[src/irq_prio_pkg.sv]
package irq_prio_pkg;

    // bus geometry
    localparam int AXI_ADDR_W = 8;
    localparam int AXI_DATA_W = 32;
    localparam int REG_W      = 16;
    localparam int BYTE_SHIFT = 2;   // byte address = index * 4

    // register indices as printed; byte address is index << BYTE_SHIFT
    localparam logic [3:0] IDX_PRIORITY_CFG_7   = 4'h7;
    localparam logic [3:0] IDX_PRIORITY_CFG_8   = 4'h8;
    localparam logic [3:0] IDX_PRIORITY_CFG_9   = 4'h9;
    localparam logic [3:0] IDX_VECTOR_BASE      = 4'ha;
    localparam logic [3:0] IDX_FAST_IRQ0_SELECT = 4'hb;

    // writable bits; everything else is reserved, reads zero, ignores writes
    localparam logic [15:0] MASK_PRIORITY_CFG_7   = 16'hffff;
    localparam logic [15:0] MASK_PRIORITY_CFG_8   = 16'hf3ff;
    localparam logic [15:0] MASK_PRIORITY_CFG_9   = 16'hffff;
    localparam logic [15:0] MASK_VECTOR_BASE      = 16'h1fff;
    localparam logic [15:0] MASK_FAST_IRQ0_SELECT = 16'h007f;

    // reset values
    localparam logic [15:0] RESET_REG = 16'h0000;

    // priority field layout and codes
    localparam int FIELD_W        = 2;
    localparam int FIELDS_PER_REG = 8;
    localparam int NUM_PRIO_REGS  = 3;
    localparam int NUM_SOURCES    = FIELDS_PER_REG * NUM_PRIO_REGS;
    localparam logic [1:0] PRIO_DISABLED = 2'h0;
    localparam logic [1:0] PRIO_LEVEL_0  = 2'h1;
    localparam logic [1:0] PRIO_LEVEL_1  = 2'h2;
    localparam logic [1:0] PRIO_LEVEL_2  = 2'h3;

    // vector address bus composition
    localparam int VAB_W      = 21;
    localparam int VBASE_W    = 13;
    localparam int VLOW_W     = 8;
    localparam int FAST_NUM_W = 7;

    // vector number of source 0; arbitrary default, real map lies elsewhere
    localparam logic [7:0] VEC_FIRST_DEFAULT = 8'h10;

    // AXI responses
    localparam logic [1:0] RESP_OKAY   = 2'h0;
    localparam logic [1:0] RESP_SLVERR = 2'h2;

endpackage

[src/irq_prio_select.sv]
`timescale 1ns/1ps

module irq_prio_select #(
    parameter int         N         = irq_prio_pkg::NUM_SOURCES,
    parameter logic [7:0] VEC_FIRST = irq_prio_pkg::VEC_FIRST_DEFAULT
) (
    input  wire logic [N-1:0]   req,
    input  wire logic [2*N-1:0] prio,
    input  wire logic [6:0]     fastNum,
    output logic                found,
    output logic [1:0]          code,
    output logic [7:0]          vecNum,
    output logic                fastHit
);

    // rank: fast boost above plain level 2, then the level code
    function automatic logic [2:0] rankOf(input logic [1:0] c, input logic f);
        rankOf = {f && (c == irq_prio_pkg::PRIO_LEVEL_2), c};
    endfunction

    // linear scan; strict compare keeps the lowest index on a tie
    always_comb begin
        logic [2:0] bestRank;
        logic [1:0] c;
        logic [7:0] v;
        logic       f;
        bestRank = 3'h0;
        c        = 2'h0;
        v        = 8'h00;
        f        = 1'b0;
        found    = 1'b0;
        code     = irq_prio_pkg::PRIO_DISABLED;
        vecNum   = 8'h00;
        fastHit  = 1'b0;
        for (int i = 0; i < N; i++) begin
            c = prio[2*i +: 2];
            v = VEC_FIRST + 8'(i);
            f = (v[6:0] == fastNum);
            // code 00 never competes, so disabled sources are never sent on
            if (req[i] && c != irq_prio_pkg::PRIO_DISABLED
                    && rankOf(c, f) > bestRank) begin
                bestRank = rankOf(c, f);
                found    = 1'b1;
                code     = c;
                vecNum   = v;
                fastHit  = bestRank[2];
            end
        end
    end

endmodule // irq_prio_select

[src/irq_priority_vector_base.sv]
// The implementer's own choice: the AXI4-Lite slave port.
`timescale 1ns/1ps


module irq_priority_vector_base #(
    parameter logic [7:0] VEC_FIRST = irq_prio_pkg::VEC_FIRST_DEFAULT
) (
    input  wire logic                                 sys_clk,
    input  wire logic                                 reset,
    // AXI4-Lite slave
    input  wire logic [irq_prio_pkg::AXI_ADDR_W-1:0]  s_axi_awaddr,
    input  wire logic                                 s_axi_awvalid,
    output logic                                      s_axi_awready,
    input  wire logic [irq_prio_pkg::AXI_DATA_W-1:0]  s_axi_wdata,
    input  wire logic [3:0]                           s_axi_wstrb,
    input  wire logic                                 s_axi_wvalid,
    output logic                                      s_axi_wready,
    output logic [1:0]                                s_axi_bresp,
    output logic                                      s_axi_bvalid,
    input  wire logic                                 s_axi_bready,
    input  wire logic [irq_prio_pkg::AXI_ADDR_W-1:0]  s_axi_araddr,
    input  wire logic                                 s_axi_arvalid,
    output logic                                      s_axi_arready,
    output logic [irq_prio_pkg::AXI_DATA_W-1:0]       s_axi_rdata,
    output logic [1:0]                                s_axi_rresp,
    output logic                                      s_axi_rvalid,
    input  wire logic                                 s_axi_rready,
    // request lines from peripherals on this clock
    input  wire logic [irq_prio_pkg::NUM_SOURCES-1:0] irqReq,
    // fast interrupt 0 target, held outside this block
    input  wire logic [irq_prio_pkg::VAB_W-1:0]       fastVecAddr0,
    // towards the core
    output logic                                      irqValid,
    output logic [1:0]                                irqLevel,
    output logic                                      fastIrqHit,
    output logic [irq_prio_pkg::VAB_W-1:0]            vectorAddrBus
);

    // register storage
    logic [15:0] prioCfg7_q;
    logic [15:0] prioCfg8_q;
    logic [15:0] prioCfg9_q;
    logic [15:0] vectorBase_q;
    logic [15:0] fastSel_q;

    // write channel state
    logic                                awHeld_q;
    logic                                awHeld_d;
    logic [irq_prio_pkg::AXI_ADDR_W-1:0] awAddr_q;
    logic                                wHeld_q;
    logic                                wHeld_d;
    logic [15:0]                         wData_q;
    logic [1:0]                          wStrb_q;
    logic                                awReady_q;
    logic                                wReady_q;
    logic                                bValid_q;
    logic                                bValid_d;
    logic [1:0]                          bResp_q;

    // read channel state
    logic                                arReady_q;
    logic                                rValid_q;
    logic                                rValid_d;
    logic [irq_prio_pkg::AXI_DATA_W-1:0] rData_q;
    logic [1:0]                          rResp_q;

    // handshakes and decode
    logic        awFire;
    logic        wFire;
    logic        arFire;
    logic        doWrite;
    logic        wrHit;
    logic        rdHit;
    logic [3:0]  wrIdx;
    logic [3:0]  rdIdx;
    logic [15:0] rdWord;

    // arbitration result
    logic                             selFound;
    logic [1:0]                       selCode;
    logic [7:0]                       selVec;
    logic                             selFast;
    logic [2*irq_prio_pkg::NUM_SOURCES-1:0] prioFlat;

    // word index of a byte address; misaligned low bits are ignored
    function automatic logic [3:0] regIndex(
        input logic [irq_prio_pkg::AXI_ADDR_W-1:0] addr);
        regIndex = addr[irq_prio_pkg::BYTE_SHIFT +: 4];
    endfunction

    // true when an address lands on an implemented register
    function automatic logic regMapped(
        input logic [irq_prio_pkg::AXI_ADDR_W-1:0] addr);
        logic [3:0] idx;
        idx = addr[irq_prio_pkg::BYTE_SHIFT +: 4];
        regMapped = (addr[irq_prio_pkg::AXI_ADDR_W-1:irq_prio_pkg::BYTE_SHIFT+4] == '0)
                 && idx >= irq_prio_pkg::IDX_PRIORITY_CFG_7
                 && idx <= irq_prio_pkg::IDX_FAST_IRQ0_SELECT;
    endfunction

    // merge write data through byte strobes and the writable mask
    function automatic logic [15:0] mergeWrite(
        input logic [15:0] old,
        input logic [15:0] wd,
        input logic [1:0]  strb,
        input logic [15:0] mask);
        logic [15:0] lanes;
        lanes = {{8{strb[1]}}, {8{strb[0]}}} & mask;
        mergeWrite = (old & ~lanes) | (wd & lanes);
    endfunction

    // channel handshakes
    assign awFire  = s_axi_awvalid && awReady_q;
    assign wFire   = s_axi_wvalid && wReady_q;
    assign arFire  = s_axi_arvalid && arReady_q;
    // commit one cycle after both halves are held, never while a response waits
    assign doWrite = awHeld_q && wHeld_q && !bValid_q;
    assign wrIdx   = regIndex(awAddr_q);
    assign wrHit   = regMapped(awAddr_q);
    assign rdIdx   = regIndex(s_axi_araddr);
    assign rdHit   = regMapped(s_axi_araddr);

    // next state of the write bookkeeping
    always_comb begin
        awHeld_d = awHeld_q;
        wHeld_d  = wHeld_q;
        bValid_d = bValid_q;
        if (awFire) begin
            awHeld_d = 1'b1;
        end
        if (wFire) begin
            wHeld_d = 1'b1;
        end
        if (doWrite) begin
            awHeld_d = 1'b0;
            wHeld_d  = 1'b0;
            bValid_d = 1'b1;
        end else if (bValid_q && s_axi_bready) begin
            bValid_d = 1'b0;
        end
    end

    // address and data may arrive in either order; each is held until used
    always_ff @(posedge sys_clk) begin
        if (reset) begin
            awHeld_q  <= 1'b0;
            wHeld_q   <= 1'b0;
            awAddr_q  <= '0;
            wData_q   <= 16'h0000;
            wStrb_q   <= 2'h0;
            awReady_q <= 1'b0;
            wReady_q  <= 1'b0;
            bValid_q  <= 1'b0;
            bResp_q   <= irq_prio_pkg::RESP_OKAY;
        end else begin
            awHeld_q  <= awHeld_d;
            wHeld_q   <= wHeld_d;
            bValid_q  <= bValid_d;
            // ready drops once a half is held, so no second beat overwrites it
            awReady_q <= !awHeld_d && !bValid_d;
            wReady_q  <= !wHeld_d && !bValid_d;
            if (awFire) begin
                awAddr_q <= s_axi_awaddr;
            end
            if (wFire) begin
                wData_q <= s_axi_wdata[15:0];
                wStrb_q <= s_axi_wstrb[1:0];
            end
            if (doWrite) begin
                bResp_q <= wrHit ? irq_prio_pkg::RESP_OKAY : irq_prio_pkg::RESP_SLVERR;
            end
        end
    end

    // priority registers; upper data lanes hold nothing and are dropped
    always_ff @(posedge sys_clk) begin
        if (reset) begin
            prioCfg7_q <= irq_prio_pkg::RESET_REG;
            prioCfg8_q <= irq_prio_pkg::RESET_REG;
            prioCfg9_q <= irq_prio_pkg::RESET_REG;
        end else if (doWrite && wrHit) begin
            if (wrIdx == irq_prio_pkg::IDX_PRIORITY_CFG_7) begin
                prioCfg7_q <= mergeWrite(prioCfg7_q, wData_q, wStrb_q,
                                         irq_prio_pkg::MASK_PRIORITY_CFG_7);
            end
            if (wrIdx == irq_prio_pkg::IDX_PRIORITY_CFG_8) begin
                prioCfg8_q <= mergeWrite(prioCfg8_q, wData_q, wStrb_q,
                                         irq_prio_pkg::MASK_PRIORITY_CFG_8);
            end
            if (wrIdx == irq_prio_pkg::IDX_PRIORITY_CFG_9) begin
                prioCfg9_q <= mergeWrite(prioCfg9_q, wData_q, wStrb_q,
                                         irq_prio_pkg::MASK_PRIORITY_CFG_9);
            end
        end
    end

    // vector base and fast select; reserved bits never reach the flops
    always_ff @(posedge sys_clk) begin
        if (reset) begin
            vectorBase_q <= irq_prio_pkg::RESET_REG;
            fastSel_q    <= irq_prio_pkg::RESET_REG;
        end else if (doWrite && wrHit) begin
            if (wrIdx == irq_prio_pkg::IDX_VECTOR_BASE) begin
                vectorBase_q <= mergeWrite(vectorBase_q, wData_q, wStrb_q,
                                           irq_prio_pkg::MASK_VECTOR_BASE);
            end
            if (wrIdx == irq_prio_pkg::IDX_FAST_IRQ0_SELECT) begin
                fastSel_q <= mergeWrite(fastSel_q, wData_q, wStrb_q,
                                        irq_prio_pkg::MASK_FAST_IRQ0_SELECT);
            end
        end
    end

    // read mux; masks again so a reserved bit can never leak out
    always_comb begin
        rdWord = 16'h0000;
        case (rdIdx)
            irq_prio_pkg::IDX_PRIORITY_CFG_7: begin
                rdWord = prioCfg7_q & irq_prio_pkg::MASK_PRIORITY_CFG_7;
            end
            irq_prio_pkg::IDX_PRIORITY_CFG_8: begin
                rdWord = prioCfg8_q & irq_prio_pkg::MASK_PRIORITY_CFG_8;
            end
            irq_prio_pkg::IDX_PRIORITY_CFG_9: begin
                rdWord = prioCfg9_q & irq_prio_pkg::MASK_PRIORITY_CFG_9;
            end
            irq_prio_pkg::IDX_VECTOR_BASE: begin
                rdWord = vectorBase_q & irq_prio_pkg::MASK_VECTOR_BASE;
            end
            irq_prio_pkg::IDX_FAST_IRQ0_SELECT: begin
                rdWord = fastSel_q & irq_prio_pkg::MASK_FAST_IRQ0_SELECT;
            end
            default: begin
                rdWord = 16'h0000;
            end
        endcase
        if (!rdHit) begin
            rdWord = 16'h0000;
        end
    end

    // read response holds until rready
    always_comb begin
        rValid_d = rValid_q;
        if (arFire) begin
            rValid_d = 1'b1;
        end else if (rValid_q && s_axi_rready) begin
            rValid_d = 1'b0;
        end
    end

    // one read in flight; data latched with the address, no read side effects
    always_ff @(posedge sys_clk) begin
        if (reset) begin
            arReady_q <= 1'b0;
            rValid_q  <= 1'b0;
            rData_q   <= '0;
            rResp_q   <= irq_prio_pkg::RESP_OKAY;
        end else begin
            rValid_q  <= rValid_d;
            arReady_q <= !rValid_d;
            if (arFire) begin
                rData_q <= {16'h0000, rdWord};
                rResp_q <= rdHit ? irq_prio_pkg::RESP_OKAY : irq_prio_pkg::RESP_SLVERR;
            end
        end
    end

    // source i sits in field i mod 8 of register 7 + i div 8
    assign prioFlat = {prioCfg9_q, prioCfg8_q, prioCfg7_q};

    // priority arbitration over all sources
    irq_prio_select #(
        .N         (irq_prio_pkg::NUM_SOURCES),
        .VEC_FIRST (VEC_FIRST)
    ) u_select (
        .req     (irqReq),
        .prio    (prioFlat),
        .fastNum (fastSel_q[irq_prio_pkg::FAST_NUM_W-1:0]),
        .found   (selFound),
        .code    (selCode),
        .vecNum  (selVec),
        .fastHit (selFast)
    );

    // core side outputs; one cycle behind the requests to keep the path short
    always_ff @(posedge sys_clk) begin
        if (reset) begin
            irqValid      <= 1'b0;
            irqLevel      <= 2'h0;
            fastIrqHit    <= 1'b0;
            vectorAddrBus <= '0;
        end else begin
            irqValid   <= selFound;
            // level number is the code less one; forced to 0 while irqValid is low
            irqLevel   <= selFound ? selCode - 2'h1 : 2'h0;
            fastIrqHit <= selFound && selFast;
            if (selFound && selFast) begin
                vectorAddrBus <= fastVecAddr0;
            end else begin
                vectorAddrBus <= {vectorBase_q[irq_prio_pkg::VBASE_W-1:0],
                                  selVec};
            end
        end
    end

    // bus outputs straight from flops
    assign s_axi_awready = awReady_q;
    assign s_axi_wready  = wReady_q;
    assign s_axi_bvalid  = bValid_q;
    assign s_axi_bresp   = bResp_q;
    assign s_axi_arready = arReady_q;
    assign s_axi_rvalid  = rValid_q;
    assign s_axi_rdata   = rData_q;
    assign s_axi_rresp   = rResp_q;

endmodule // irq_priority_vector_base

[config.mk]
export PLATFORM = sky130hd
export DESIGN_NAME = irq_priority_vector_base
export DESIGN_NICKNAME = d
export VERILOG_FILES = /design/src/irq_prio_pkg.sv /design/src/irq_prio_select.sv /design/src/irq_priority_vector_base.sv
export SDC_FILE = /design/constraint.sdc
export NUM_CORES = 1
export LEC_CHECK = 0
export ABC_AREA = 1
export BUFFER_PORTS_ARGS = -buffer_cell sky130_fd_sc_hd__buf_4
export CORE_ASPECT_RATIO = 1.25
export CORE_MARGIN = 10
export CORE_UTILIZATION = 30
export DETAILED_ROUTE_END_ITERATION = 6
export PLACE_DENSITY_LB_ADDON = 0.12
export SLEW_MARGIN = 0
export SYNTH_ARGS = -nofsm -noshare
export SYNTH_HDL_FRONTEND = slang
export SYNTH_HIERARCHICAL = 1
export SYNTH_SLANG_ARGS = --single-unit
[constraint.sdc]
create_clock -name sys_clk -period 28.3 [get_ports sys_clk]
set_input_delay 2.83 -clock sys_clk [delete_from_list [all_inputs] [get_ports sys_clk]]
set_output_delay 2.83 -clock sys_clk [all_outputs]
set_load 0.03 [all_outputs]
# After elaboration in Yosys (flattened, before gate mapping)

Cells that the tools add are included.

Register bits after elaboration: 158
Input bits: 104

Add/subtract/negate cells: 1
Order comparisons: 28
Eq/ne operators: 58
Muxes and demuxes: 132
Bitwise operators: 19
Reduce and logical (&&, ||, !) cells: 124

Operators by type and width:

| operator             | count |
|---|---|
| $and A16 B16 Y16     | 7 |
| $eq A5 B7 Y1 const A | 16 |
| $logic_and A1 B1 Y1  | 87 |
| $mux W5              | 16 |
| $or A16 B16 Y16      | 5 |
| $pmux W16 S5         | 1 |
| $gt A3 B3 Y1         | 23 |
| $mux W3              | 23 |
| $eq A6 B7 Y1 const A | 8 |
| $mux W1              | 56 |
| $mux W2              | 26 |
| $eq A2 B2 Y1 const B | 24 |
| $mux W6              | 8 |
| $reduce_bool A2 Y1   | 24 |
| $eq A4 B4 Y1 const B | 8 |
| $not A16 Y16         | 2 |
| $mux W21             | 1 |
| $and A16 B13 Y16     | 1 |
| $and A16 B7 Y16      | 1 |
| $mux W16             | 1 |
| $not A13 Y16         | 1 |
| $not A7 Y16          | 1 |
| $reduce_and A2 Y1    | 5 |
| $eq A4 B3 Y1 const B | 2 |
| 8 further kinds      | 15 |

# Logic depth before layout (Yosys ltp)

Depth in word-level cells: 76
Depth in mapped cells: 180

# Hierarchy

The synthesis kept the hierarchy.

By module, submodules not included:

| module                   | instances | cells each | area each (um^2) | sequential area each (um^2) |
|---|---|---|---|---|
| irq_priority_vector_base | 1         | 788        | 5766.8           | 2802.7 |
| irq_prio_select          | 1         | 593        | 3238.1           | 0.0 |

# Worst setup path after synthesis

Ideal clock, no wire load.

Kind: in2reg
From: input port irqReq[0] (netlist bit)
To: register vectorAddrBus[11] (netlist bit)
Library setup time: 0.128 ns
Data arrival time: 24.002 ns
Required time: 28.172 ns
Setup slack: 4.169 ns
Stages on the path: 158
Path buffers: 1
Cells stage by stage: nand3_1 > nor2_1 > nand2_1 > ha_1 > nand2_1 > nor2_1 > nor2_2 > nand2_2 > nand2_1 > o21ai_0 > ha_1 > nor2_1 > or2_2 > nand3_1 > nand3_1 > nand2_2 > nand2_1 > o21ai_0 > (+122 left out) > a21oi_1 > nor2_1 > nand4_2 > nand2_1 > nand2_1 > inv_1 > ha_1 > nand2_1 > nor2_1 > a211oi_1 > nor3_1 > inv_1 > nand2_1 > inv_2 > nand3_1 > nand2_1 > clkbuf_1 > a21oi_1

Longest elaborated chain between the ends: 74

Ends and longest elaborated chain:

| element                 | RTL line                        | text |
|---|---|---|
| start: declaration      | irq_priority_vector_base.sv:29  | `input wire logic [irq_prio_pkg::NUM_SOURCES-1:0] irqReq,` |
| $logic_and A1 B1 Y1 (*) | irq_prio_select.sv:40           | `if (req[i] && c != irq_prio_pkg::PRIO_DISABLED` |
| $logic_and A1 B1 Y1 (*) | irq_prio_select.sv:41           | `&& rankOf(c, f) > bestRank) begin` |
| $mux W3                 | irq_prio_select.sv:40           |  |
| $gt A3 B3 Y1            | irq_prio_select.sv:41           |  |
| $logic_and A1 B1 Y1     | irq_prio_select.sv:41           |  |
| $mux W3                 | irq_prio_select.sv:40           |  |
| $gt A3 B3 Y1            | irq_prio_select.sv:41           |  |
| $logic_and A1 B1 Y1     | irq_prio_select.sv:41           |  |
| (+59 left out)          | n/a                             |  |
| $logic_and A1 B1 Y1     | irq_prio_select.sv:41           |  |
| $mux W3                 | irq_prio_select.sv:40           |  |
| $gt A3 B3 Y1            | irq_prio_select.sv:41           |  |
| $logic_and A1 B1 Y1     | irq_prio_select.sv:41           |  |
| $mux W1 (*)             | irq_prio_select.sv:40           |  |
| net selFound            | irq_priority_vector_base.sv:79  | `logic selFound;` |
| $logic_and A1 B1 Y1 (*) | irq_priority_vector_base.sv:298 | `if (selFound && selFast) begin` |
| $mux W21 (*)            | irq_priority_vector_base.sv:298 |  |
| end signal: assignment  | irq_priority_vector_base.sv:299 | `vectorAddrBus <= fastVecAddr0;` |
| end signal: assignment  | irq_priority_vector_base.sv:301 | `vectorAddrBus <= {vectorBase_q[irq_prio_pkg::VBASE_W-1:0],` |
| end: declaration        | irq_priority_vector_base.sv:36  | `output logic [irq_prio_pkg::VAB_W-1:0] vectorAddrBus` |

The timed path passes the listed nets; every way through them passes the cells marked *.
A chain may end at the register's enable or synchronous reset.

# Worst setup path in the final report

From: input port irqReq[0] (netlist bit)
To: register vectorAddrBus[20] (netlist bit)

Same word-level chain as after synthesis.

==> results by group <==
Pwr
  • PD cells: 44.6 nW/µm²
  • Max IR drop VDD: 0.0328 mV
  • Cell leakage power: 5.05 nW
  • Pwr Total: 0.487 mW

Critical path
  • Critical Path Source: irqReq[0]
  • Slowest stage delay, CP: 0.32 ns
  • CP Capture Type: register
  • Reg-to-reg endpoint: vectorAddrBus[20]$_SDFF_PP0_
  • Startpoint types: primary input
  • Most used cell along the critical path: nand2_2
  • R2r setup slk: 4.37 ns
  • CP Buf/Inv Count: 7
  • Worst path slowest cell: ha_1
  • Crit. path cell count: 160
  • Crit-path leading delay family: simple AND/OR/NAND/NOR gates
  • Required @ worst endpoint: 28.65 ns
  • Crit path DAT: 26.06 ns
  • R2R depth: 160
  • Kind of critical path: primary input to register
  • Critical Path Sink: vectorAddrBus[20]$_SDFF_PP0_
  • Max FO, Critical Path: 35

Detailed routing
  • M1 wire length: 13,500 µm
  • Drt initial violations: 508
  • Routed len/inst: 16.0 µm
  • Via count: 9,029
  • Drt first pass iters: 5
  • DR WL met3: 1530 µm
  • Routed WL: 30,600 µm
  • Detail Route Antenna Nets: 0
  • Vias per Instance: 4.73
  • DR top layer: met4
  • Remaining DRCs: 0
  • WL met2: 14,800 µm

Floorplan
  • Die H: 214 µm
  • Num rows: 70
  • Initial Utilization: 0.306
  • # IOs: 170
  • Core ar.: 29,400 µm²
  • Total die area: 37,400 µm²
  • Die width: 175 µm

Synth
  • Post-Syn Area: 9000 µm²
  • Leading area contributor after synthesis: dfxtp_1
  • #FFs+latches synth: 140
  • Post-synthesis sequential area ratio: 0.311
  • Yosys warns: 6
  • Number of synthesized flops with an enable pin: 0
  • Yosys top cell area share: 0.311
  • Top cells by area, synth: dfxtp_1 (31%), nand2_1 (10%), nor2_1 (8.7%), o21ai_0 (8.0%), inv_1 (6.6%)
  • Post-synth ARST share: 0
  • Cell variety after synth: 44
  • Cell count after synthesis: 1,381
  • Most instantiated cells after synthesis: nand2_1 (247), nor2_1 (208), inv_1 (158)
  • Avg Synthesized Cell Area: 6.52 µm²
  • Count leader, synth: nand2_1
  • Dominant synthesized flop cell: dfxtp_1

Timing
  • Setup violators final: 0
  • Setup_tns: 0 ns
  • Final worst path period need: 25.70 ns
  • Final setup margin: 2.60 ns
  • Clock Skews: 0.0105 ns
  • Final hold violation count: 0
  • Slew Limit Fails: 0
  • Tightest Pin Transition: 1.11 ns
  • Highest clock rate: 38.9 MHz
  • Fin crit share: 0.908
  • Unrepaired setup endpoints after global routing: false
  • WHS: 0.460 ns
  • Slew headroom: 0.258

Global routing
  • Vias in the first global route: 8,670
  • Total gr overflow: 0
  • Initial antenna violation count: 1
  • GRT Util Overall: 0.162
  • Pin count of the biggest net entering global routing: 87
  • First-pass GRT wire length: 47,700 µm

Placed design
  • Routability cong.: 0.858
  • Placed insts: 1,879
  • Hpwl dp: 24,200 µm
  • Post-Place Setup Slack: 0.548 ns
  • Port bufs: 129

Clock network
  • Clock sinks: 140
  • Root buffer cell: clkbuf_16
  • Htree depth: 4
  • Post-CTS sizing: 0
  • Max clock buf depth: 2
  • Clk slew on worst S/H paths: 0.06 ns
  • Clk_lat worst skew: 0.42 ns
  • Hold buffers post-CTS: 0
  • CTS buffer count: 17
  • CTS tree: done
  • Total setup buffers inserted after CTS: 0

Cells and area
  • Layout cells sized above 1: 0.201
  • Non-filler cells, final: 1,910
  • FILL cells: 3,271
  • # nets final: 1,634
  • Multi-input gate area: 5340 µm²
  • Ant diodes: 0
  • FF+latch area: 2800 µm²
  • Area growth from synthesis to layout: 21.3%

Status
  • Status: complete, no violations

Worst hold path
  • Min-Delay Path Class: register to register

Job
  • MaxCap Viol Count: 0
## worst min-delay path, delay by kind of cell (launching register included)
kind	cells	cell delay (ns)
AO/OA/AOI/OAI	1	0.06
buffers and inverters	1	0.06
flip-flops	1	0.29
## cells by family (layout without fill, tap and decap cells)
kind of cell | count (synthesis) | after routing | synth area share
xor+xnor | 1 | 1 | 0.000973
other cells | 2 | 27 | 0.000834
fa+ha+maj | 28 | 28 | 0.0389
compound gates | 231 | 231 | 0.136
flops | 140 | 140 | 0.311
simple gates | 750 | 750 | 0.405
buf+inv | 229 | 337 | 0.107
## placed cells by master (no fill, tap or decap), types with 3 or more instances in the layout
| cell type | netlist | final |
|---|---|---|
| nor3_1 | 31 | 31 |
| inv_1 | 158 | 157 |
| o21bai_2 | 3 | 3 |
| clkinv_2 | 0 | 3 |
| clkbuf_16 | 0 | 17 |
| a21oi_1 | 65 | 65 |
| nand3_2 | 27 | 27 |
| o21ai_1 | 2 | 19 |
| nor2_1 | 208 | 206 |
| inv_2 | 11 | 12 |
| clkinv_1 | 3 | 3 |
| o21ai_0 | 144 | 127 |
| bufinv_16 | 0 | 4 |
| buf_4 | 20 | 133 |
| nand3_1 | 109 | 109 |
| nand2_2 | 56 | 56 |
| nor2_2 | 10 | 12 |
| or2_2 | 4 | 4 |
| nor4_1 | 19 | 19 |
| o21bai_1 | 8 | 8 |
| dfxtp_1 | 140 | 140 |
| nor2_4 | 9 | 9 |
| nand2_1 | 247 | 247 |
| nand4_2 | 5 | 5 |
| conb_1 | 2 | 27 |
| ha_1 | 28 | 28 |
| nand4_1 | 13 | 13 |
## how the worst min path moves through the flow
stage	startpoint	endpoint	slack [ns]	cells after the start
3_5_place_dp	awAddr_q[7]$_SDFFE_PP0P_	awAddr_q[7]$_SDFFE_PP0P_	0.45	2
2_1_floorplan	awAddr_q[7]$_SDFFE_PP0P_	awAddr_q[7]$_SDFFE_PP0P_	0.43	2
4_1_cts	awAddr_q[7]$_SDFFE_PP0P_	awAddr_q[7]$_SDFFE_PP0P_	0.46	2
5_1_grt	s_axi_rdata[8]$_SDFFE_PP0P_	s_axi_rdata[8]$_SDFFE_PP0P_	0.49	2
3_3_place_gp	awAddr_q[6]$_SDFFE_PP0P_	awAddr_q[6]$_SDFFE_PP0P_	0.45	2
6_report	awAddr_q[7]$_SDFFE_PP0P_	awAddr_q[7]$_SDFFE_PP0P_	0.46	2
## area by class of cell
class,count,share of cell area
clock buffers,20,0.0418
clock inverters,11,0.0154
inverters,172,0.0591
multi-input cells,1037,0.489
flip-flops and latches,140,0.257
well taps,396,0.0454
repair buffers,134,0.0928
## per-stage QoR
step	util	area (µm²)
after CTS	0.371	10900
after detailed placement	0.349	10300
after global routing	0.371	10900
final	0.371	10900
after global placement	0.349	10300
after floorplan	-	9100
## routing by layer
layer  up-vias  track usage
met5         -            0
met4         0       0.0536
met3        29       0.0343
met2       208        0.283
met1      4096        0.193
li1       4696            -
## power breakdown
group / internal, mW / switching (mW)
combinational: 0.0167 / 0.0275
sequential: 0.201 / 0.00529
clock: 0.151 / 0.0853
total: 0.369 / 0.118
No activity file was read; power rests on OpenSTA's default activity.
